**config.mk**
```make
export PLATFORM = sky130hd
export DESIGN_NAME = sk_unit
export DESIGN_NICKNAME = d
export VERILOG_FILES = /design/src/rtl/sk_pkg.sv /design/src/rtl/sk_cmp.sv /design/src/rtl/sk_buf.sv /design/src/rtl/sk_unit.sv
export SDC_FILE = /design/constraint.sdc
export NUM_CORES = 1
export LEC_CHECK = 0
export ABC_AREA = 1
export ABC_CLOCK_PERIOD_IN_PS = 3900
export BUFFER_PORTS_ARGS = -buffer_cell sky130_fd_sc_hd__buf_2
export CAP_MARGIN = 20
export CORE_UTILIZATION = 60
export CTS_CLUSTER_DIAMETER = 30
export DETAILED_ROUTE_END_ITERATION = 10
export MAX_ROUTING_LAYER = met4
export PLACE_DENSITY = 0.93
export SLEW_MARGIN = 0
export SYNTH_ARGS = -nofsm -noshare
export SYNTH_HDL_FRONTEND = slang
export SYNTH_SLANG_ARGS = --single-unit
```
**constraint.sdc**
```tcl
create_clock -name clock -period 3.9 [get_ports clock]
set_input_delay 0 -clock clock [delete_from_list [all_inputs] [get_ports clock]]
set_output_delay 0 -clock clock [all_outputs]
set_load 0.005 [all_outputs]
```
**src/rtl/sk_pkg.sv**
```systemverilog
// Search key command unit shared constants and types
package sk_pkg;
  // Command codes
  localparam logic [7:0] SK_CMD_EQ_ST = 8'h29;
  localparam logic [7:0] SK_CMD_EQ_MT = 8'hA9;
  localparam logic [7:0] SK_CMD_HI_ST = 8'h49;
  localparam logic [7:0] SK_CMD_EH_ST = 8'h69;
  localparam logic [7:0] SK_CMD_EH_MT = 8'hE9;
  // Status byte bit positions (bit 7 is the first bit on the channel)
  localparam int SK_ST_SM = 6;
  localparam int SK_ST_CE = 3;
  localparam int SK_ST_DE = 2;
  localparam int SK_ST_UC = 1;
  localparam logic [7:0] SK_INIT_STATUS = 8'h00;
  // Sense byte 1 bit positions
  localparam int SK_S1_EOC = 5;
  localparam int SK_S1_NRF = 3;
  // Index count that ends a single-track search
  localparam logic [1:0] SK_IDX_LIMIT = 2'h2;
  // Running comparison verdicts
  typedef enum logic [1:0] {
    SK_REL_EQ = 2'b00,
    SK_REL_HI = 2'b01,
    SK_REL_LO = 2'b10
  } sk_rel_t;
  // Search conditions
  typedef enum logic [1:0] {
    SK_MODE_EQ = 2'b00,
    SK_MODE_HI = 2'b01,
    SK_MODE_EH = 2'b10
  } sk_mode_t;
  // Controller states
  typedef enum logic [2:0] {
    SK_IDLE = 3'b000,
    SK_INIT = 3'b001,
    SK_WAIT_KEY = 3'b010,
    SK_COMPARE = 3'b011,
    SK_WAIT_ECC = 3'b100,
    SK_DONE = 3'b101,
    SK_SR_MUX = 3'b110,
    SK_SR_ASM = 3'b111
  } sk_state_t;
endpackage

```
**src/rtl/sk_cmp.sv**
```systemverilog
// Key byte comparator, unsigned, first differing byte decides
`timescale 1ns/100ps
module sk_cmp
  import sk_pkg::*;
(
  // Running verdict in
  input wire sk_rel_t rel_in,
  // Bytes to compare
  input wire logic [7:0] trk_byte,
  input wire logic [7:0] host_byte,
  // Verdict out
  output sk_rel_t rel_out
);
  // A settled verdict is kept, otherwise this byte decides
  always_comb begin
    rel_out = rel_in;
    if (rel_in == SK_REL_EQ) begin
      if (trk_byte > host_byte) rel_out = SK_REL_HI;
      else if (trk_byte < host_byte) rel_out = SK_REL_LO;
    end
  end
endmodule // sk_cmp

```
**src/rtl/sk_buf.sv**
```systemverilog
// Two-entry buffer for channel bytes with parity flag
`timescale 1ns/100ps
module sk_buf
  import sk_pkg::*;
(
  // Clock and reset
  input wire logic clock,
  input wire logic rst_b,
  input wire logic clr,
  // Fill side
  input wire logic in_valid,
  input wire logic [8:0] in_data,
  output logic in_ready,
  // Drain side
  output logic out_valid,
  output logic [8:0] out_data,
  input wire logic out_ready
);
  typedef struct packed {
    logic [1:0][8:0] mem;
    logic rd;
    logic [1:0] cnt;
  } sk_buf_t;
  sk_buf_t b_reg, b_next;
  logic push, pop;
  // Handshakes from occupancy
  assign in_ready = (b_reg.cnt != 2'h2);
  assign out_valid = (b_reg.cnt != 2'h0);
  assign out_data = b_reg.mem[b_reg.rd];
  assign push = in_valid && in_ready;
  assign pop = out_valid && out_ready;
  // Next buffer contents
  always_comb begin
    b_next = b_reg;
    if (push) b_next.mem[b_reg.rd ^ b_reg.cnt[0]] = in_data;
    if (pop) b_next.rd = ~b_reg.rd;
    b_next.cnt = 2'(b_reg.cnt + {1'b0, push} - {1'b0, pop});
    if (clr) b_next = '0;
  end
  // State register
  always_ff @(posedge clock or negedge rst_b) begin
    if (!rst_b) b_reg <= '0;
    else b_reg <= b_next;
  end
endmodule // sk_buf

```
**src/rtl/sk_unit.sv**
```systemverilog
// Search key command unit: key compare, ending status, sense, resets
// How it works
// - 29 single, A9 multi-track key equal
// - 49 decodes as single-track key high
// - Compare channel key with next track key
// - Equal ends CE DE SM, else CE DE
// - Key high adds SM only if track greater
// - Equal-or-high adds SM when track not lower
// - Single track: second index gives UC, NRF
// - Multi-track steps head at each index short of end of cylinder
// - End of cylinder gives UC and EOC
// - Zero key length never sets SM
// - Long count ends after key area read
// - Short count ends after key ECC checked
// - Short count SM from shortened field result
// - Chained search compares same record's key
// - Skip record zero key unless ID-chained
// - Initial status byte is all zero
// - Selective reset muxes checks, then clears them
// - Operator, offline, IPL force system reset
// - Channel parity error ends with UC
`timescale 1ns/100ps
module sk_unit
  import sk_pkg::*;
(
  // Clock and reset
  input wire logic clock,
  input wire logic rst_b,
  // System reset sources
  input wire logic operator_reset_lamp_switch,
  input wire logic channel_offline,
  input wire logic ipl_load,
  // Command from channel
  input wire logic cmd_valid,
  input wire logic [7:0] cmd_code,
  input wire logic [15:0] cmd_count,
  input wire logic cmd_chained,
  input wire logic chain_from_id,
  output logic cmd_ready,
  // Key bytes from channel
  input wire logic ch_valid,
  input wire logic [7:0] ch_byte,
  input wire logic ch_parity_err,
  output logic ch_ready,
  // Status to channel
  output logic st_valid,
  output logic [7:0] st_byte,
  input wire logic st_ready,
  // Track side
  input wire logic trk_index,
  input wire logic trk_end_of_cyl,
  input wire logic trk_key_start,
  input wire logic trk_rec_zero,
  input wire logic [7:0] key_field_length,
  input wire logic trk_key_valid,
  input wire logic [7:0] trk_key_byte,
  input wire logic trk_ecc_done,
  output logic head_step,
  // Selective reset and checks
  input wire logic sel_reset,
  input wire logic [7:0] check1_set,
  input wire logic check2_set,
  output logic machine_fault_multiplex,
  output logic [7:0] machine_fault_register,
  output logic [7:0] sense_byte0,
  output logic [7:0] sense_byte1
);
  ////////////////////////////////////////////////////////////////////////////
  typedef struct packed {
    sk_state_t st;
    sk_mode_t mode;
    logic multi;
    logic chain_id;
    logic [15:0] cnt;
    logic [7:0] kleft;
    logic short_cnt;
    logic zero_kl;
    sk_rel_t rel;
    logic [1:0] idx;
    logic [7:0] stat;
    logic [7:0] sense0;
    logic [7:0] sense1;
    logic [7:0] chk1;
    logic chk2;
    logic [7:0] mfr;
    logic mfm;
    logic step;
  } sk_regs_t;
  sk_regs_t r_reg, r_next;
  logic sreset, bv, take;
  logic [8:0] bd;
  sk_rel_t rel_new;
  // Search condition met for a verdict
  function automatic logic sat(input sk_mode_t m, input sk_rel_t rl);
    case (m)
      SK_MODE_EQ: sat = (rl == SK_REL_EQ);
      SK_MODE_HI: sat = (rl == SK_REL_HI);
      SK_MODE_EH: sat = (rl != SK_REL_LO);
      default: sat = 1'b0;
    endcase
  endfunction
  // Ending status byte
  function automatic logic [7:0] ends(input logic sm, input logic uc);
    logic [7:0] s;
    s = 8'h00;
    s[SK_ST_CE] = 1'b1;
    s[SK_ST_DE] = 1'b1;
    s[SK_ST_SM] = sm;
    s[SK_ST_UC] = uc;
    ends = s;
  endfunction
  ////////////////////////////////////////////////////////////////////////////
  // Any of these forces the whole unit back to reset
  assign sreset = operator_reset_lamp_switch | channel_offline | ipl_load;
  // Channel key bytes pass through a two-entry buffer
  sk_buf u_buf (
    .clock(clock),
    .rst_b(rst_b),
    .clr(sreset),
    .in_valid(ch_valid),
    .in_data({ch_parity_err, ch_byte}),
    .in_ready(ch_ready),
    .out_valid(bv),
    .out_data(bd),
    .out_ready(take)
  );
  // Byte comparator
  sk_cmp u_cmp (
    .rel_in(r_reg.rel),
    .trk_byte(trk_key_byte),
    .host_byte(bd[7:0]),
    .rel_out(rel_new)
  );
  // Pop a channel byte only while count remains
  assign take = (r_reg.st == SK_COMPARE) && trk_key_valid && (r_reg.cnt != 16'h0000);
  // Outputs from state
  assign cmd_ready = (r_reg.st == SK_IDLE);
  assign st_valid = (r_reg.st == SK_INIT) || (r_reg.st == SK_DONE);
  assign st_byte = r_reg.stat;
  assign head_step = r_reg.step;
  assign machine_fault_multiplex = r_reg.mfm;
  assign machine_fault_register = r_reg.mfr;
  assign sense_byte0 = r_reg.sense0;
  assign sense_byte1 = r_reg.sense1;
  ////////////////////////////////////////////////////////////////////////////
  // Next state
  always_comb begin
    r_next = r_reg;
    r_next.step = 1'b0;
    // Check latches: a new event wins over a clear
    r_next.chk1 = r_reg.chk1 | check1_set;
    r_next.chk2 = r_reg.chk2 | check2_set;
    case (r_reg.st)
      SK_IDLE: begin
        if (cmd_valid) begin
          r_next.cnt = cmd_count;
          r_next.rel = SK_REL_EQ;
          r_next.chain_id = chain_from_id;
          r_next.stat = SK_INIT_STATUS;
          r_next.st = SK_INIT;
          if (!cmd_chained) r_next.idx = 2'h0;
          case (cmd_code)
            SK_CMD_EQ_ST, SK_CMD_EQ_MT: r_next.mode = SK_MODE_EQ;
            SK_CMD_HI_ST: r_next.mode = SK_MODE_HI;
            SK_CMD_EH_ST, SK_CMD_EH_MT: r_next.mode = SK_MODE_EH;
            default: begin
              r_next.stat = ends(1'b0, 1'b1);
              r_next.st = SK_DONE;
            end
          endcase
          r_next.multi = cmd_code[7];
        end
      end
      SK_INIT: begin
        if (st_ready) r_next.st = SK_WAIT_KEY;
      end
      SK_WAIT_KEY: begin
        if (trk_index) begin
          if (r_reg.multi) begin
            if (trk_end_of_cyl) begin
              r_next.sense1[SK_S1_EOC] = 1'b1;
              r_next.stat = ends(1'b0, 1'b1);
              r_next.st = SK_DONE;
            end else begin
              r_next.step = 1'b1;
            end
          end else begin
            r_next.idx = 2'(r_reg.idx + 2'h1);
            if (2'(r_reg.idx + 2'h1) == SK_IDX_LIMIT) begin
              r_next.sense1[SK_S1_NRF] = 1'b1;
              r_next.stat = ends(1'b0, 1'b1);
              r_next.st = SK_DONE;
            end
          end
        end else if (trk_key_start && !(trk_rec_zero && !r_reg.chain_id)) begin
          // First key area reached is the chained record's own key
          r_next.chain_id = 1'b0;
          r_next.kleft = key_field_length;
          r_next.zero_kl = (key_field_length == 8'h00);
          r_next.short_cnt = (r_reg.cnt < {8'h00, key_field_length});
          if (key_field_length == 8'h00) begin
            r_next.stat = ends(1'b0, 1'b0);
            r_next.st = SK_DONE;
          end else begin
            r_next.st = SK_COMPARE;
          end
        end
      end
      SK_COMPARE: begin
        if (trk_key_valid) begin
          r_next.kleft = 8'(r_reg.kleft - 8'h01);
          if (r_reg.cnt != 16'h0000) begin
            r_next.cnt = 16'(r_reg.cnt - 16'h0001);
            r_next.rel = rel_new;
          end
          if (r_reg.cnt != 16'h0000 && (!bv || bd[8])) begin
            r_next.stat = ends(1'b0, 1'b1);
            r_next.st = SK_DONE;
          end else if (r_reg.kleft == 8'h01) begin
            if (r_reg.short_cnt) begin
              r_next.st = SK_WAIT_ECC;
            end else begin
              r_next.stat = ends(sat(r_reg.mode, r_next.rel), 1'b0);
              r_next.st = SK_DONE;
            end
          end
        end
      end
      SK_WAIT_ECC: begin
        if (trk_ecc_done) begin
          r_next.stat = ends(sat(r_reg.mode, r_reg.rel), 1'b0);
          r_next.st = SK_DONE;
        end
      end
      SK_DONE: begin
        if (st_ready) r_next.st = SK_IDLE;
      end
      SK_SR_MUX: begin
        r_next.mfr = r_reg.chk1;
        r_next.st = SK_SR_ASM;
      end
      SK_SR_ASM: begin
        r_next.sense0 = {r_reg.chk2, r_reg.mfr[6:0]};
        r_next.mfm = 1'b0;
        r_next.chk1 = check1_set;
        r_next.chk2 = check2_set;
        r_next.st = SK_IDLE;
      end
      default: r_next.st = SK_IDLE;
    endcase
    // Selective reset abandons the command and gathers checks
    if (sel_reset) begin
      r_next.mfm = 1'b1;
      r_next.st = SK_SR_MUX;
    end
    if (sreset) r_next = '0;
  end
  // State register
  always_ff @(posedge clock or negedge rst_b) begin
    if (!rst_b) r_reg <= '0;
    else r_reg <= r_next;
  end
endmodule // sk_unit

```
==> flow_summary.toml <==
[setup_path]
worst_ep_arrival_time_ns = 2.98
startpoint_type = "flop"
rrSetupSlack_ns = 1.21
r2r_cells = 11
r2r-start = "r_reg[79]"
crit_fanout = 15
cp_cell_sequence = "inv_2, nand2_1, nor2_2, inv_2, nand2_1, nand2_2, nor2_4, inv_2, nor2_8, o21ai_1, o22ai_2"
crit_slowest_cell = "nor2_2"
crit_required_ns = 4.20
max_stage_delay_ns = 0.49
r2r_end = "r_reg[70]"
end_kind = "flop"
cpMostUsedCell = "inv_2"
crit_type = "flop to flop"

[hold_path]
holdPathStages = 4
whs_endpoint = "r_reg[43]"
worstHoldStart = "cmd_chained"
hp-class = "primary input to flop"

[layout]
fin_util = 0.744
diodes = 0
drive_gt1_frac = 0.176
fin_nets = 930
syn_to_final_growth_pct = 19.5
largest_register_ffs = 45
fin_cells = 947

[synthesis]
synth_async_sr_flop_share = 1.00
netlist_area_um2 = 5450
ys.flop_type = "dfrtp_1"
synth_edf_count = 0
syn_inst = 715
ys_types = 41
ys_seq_elements = 89
ys_seq_area_frac = 0.408
syn_avg_cell_area_um2 = 7.63
yosysWarnings = 0

[power_and_ir_drop]
p_seq_frac = 0.483
p_per_area_nw_per_um2 = 303
p_leak_uw = 0.00330
total_power_uw = 1980
switching_share = 0.296
comb_power_share = 0.154
power.switching_uw = 585
clock_power_share = 0.363
ir_drop_mv = 0.180
internal_power_uw = 1390

[sta]
drv_slew = 0
slew_headroom = 0.430
report.final.hold_viol_count = 0
finalSetupTns_ns = 0
finalCritPeriodShare = 0.689
worst_pin_slew_ns = 0.852
setup_viol = 0
rsz0062_at_grt = "false"
fmax_ghz = 0.372
period_needed_ns = 2.69
skew_ns = 0.0121

[clock_tree]
clock_sinks = 89
cts.reportedPaths.clkPinSlew_ns = 0.10
cts_buffers = 9
cts_buffer_depth = 2
cts_setup_buffers = 0
cts_max_level = 3
cts_hold_buffers = 46
cts-root-buf = "clkbuf_8"
cts_tree = "built"
cts_resized = 0
clk_latency_ns = 0.38

[global_route]
grt_pass1_vias = 5271
grt_max_degree = 90
grt_util_all_layers = 0.315
grt_pass1_wl_um = 23700
antenna_found_initial = 0
grt_remaining_overflow = 0

[floorplanning]
io_pins = 112
fp.dieH_um = 97.3
die_area_um2 = 9480
initial_core_util = 0.622
design.core.area_um2 = 8760
rows = 34
die_x_um = 97.3

[job]
maxCapViolCount = 0

[detailed_routing]
num_vias = 5348
antenna_left = 0
vias_per_cell = 5.65
firstDrtPassIters = 5
drc = 0
wirelength_um = 14100
wl_per_cell_um = 14.9
drt-initial-drc-count = 315

[outcome]
status = "finished, final reports clean"

[placed_design]
dp_hpwl_um = 9380
port_buffers = 101
finalWeightedCongestion = 0.890
dp_cells = 884
-- per-stage QoR --
stage / setup slack (ns) / hold WS (ns) / area, um2
final: 1.21 / 0.00147 / 6520
after CTS: 1.28 / 0.00219 / 6490
after floorplan: 1.87 / -0.296 / 5490
after global routing: 0.992 / 0.0310 / 6520
after global placement: 1.45 / 0.210 / 5810
after detailed placement: 1.32 / 0.215 / 5810
-- critical path, delay by kind of cell (launching register included) --
kind            cells  cell delay [ns]
flops               1             0.42
compound gates      2             0.29
simple gates        6             1.35
buf+inv             3             0.53
-- metal layers --
layer / GRT usage / part of all wire / up-vias
li1: - / - / 2564
met1: 0.366 / 0.41 / 2518
met2: 0.529 / 0.50 / 206
met3: 0.0525 / 0.052 / 60
met4: 0.162 / 0.040 / 0
met5: - / 0 / -
-- logic make-up after synthesis --
group	share of synthesized area
flops	0.408
fa+ha+maj	0.0482
buf+inv	0.136
xor+xnor	0.0128
compound gates	0.169
other cells	0.000688
mux	0.00551
simple gates	0.219
-- power by group through the flow --
stage	Sequential, uW	Combinational [uW]	Clock [uW]
after floorplan	968	169	0
after global placement	971	253	0
after detailed placement	972	262	0
after CTS	954	298	716
after global routing	956	343	751
final	954	305	718
-- final cells by class --
cell class / count / area (um2)
tap: 108 / 135
inverter: 111 / 417
clock buffer: 10 / 138
sequential: 89 / 2230
multi-input combinational: 474 / 2520
clock inverter: 6 / 78.8
fill: 662 / 2240
timing repair buffer: 149 / 1000
-- cell usage in the layout (no fill, tap or decap), drive strengths merged, types with 2 or more instances in the layout --
master       count
nand2          135
inv            116
buf            103
dfrtp           89
o21ai           88
nor2            63
dlygate4sd3     46
nand3           45
o22ai           32
a21oi           26
ha              21
nand4           11
nor3            11
conb            10
clkbuf          10
xor2             6
o211ai           4
mux2i            3
nor4             3
xnor2            2
o31ai            2
a31oi            2
a21boi           2
-- how the worst max path moves through the flow --
stage                        start          to  slack [ns]  cells past startpoint
global placement         r_reg[79]   r_reg[70]        1.45                     11
global route             r_reg[79]   r_reg[70]        0.99                     11
detailed placement       r_reg[79]   r_reg[70]        1.32                     11
CTS                      r_reg[79]   r_reg[70]        1.28                     11
floorplan           u_buf.b_reg[2]  st_byte[6]        1.87                     18
finish                   r_reg[79]   r_reg[70]        1.21                     11
-- cells in the mapped netlist (all sizes together) (11+ instances only) --
library cell / count / share of area
a21oi: 26 / 0.024
nand4: 11 / 0.013
nand3: 45 / 0.041
buf: 42 / 0.054
nor2: 63 / 0.054
nor3: 11 / 0.010
o22ai: 32 / 0.042
o21ai: 88 / 0.081
nand2: 135 / 0.095
dfrtp: 89 / 0.41
inv: 111 / 0.076
ha: 21 / 0.048
(Power assumes the default switching activity.)
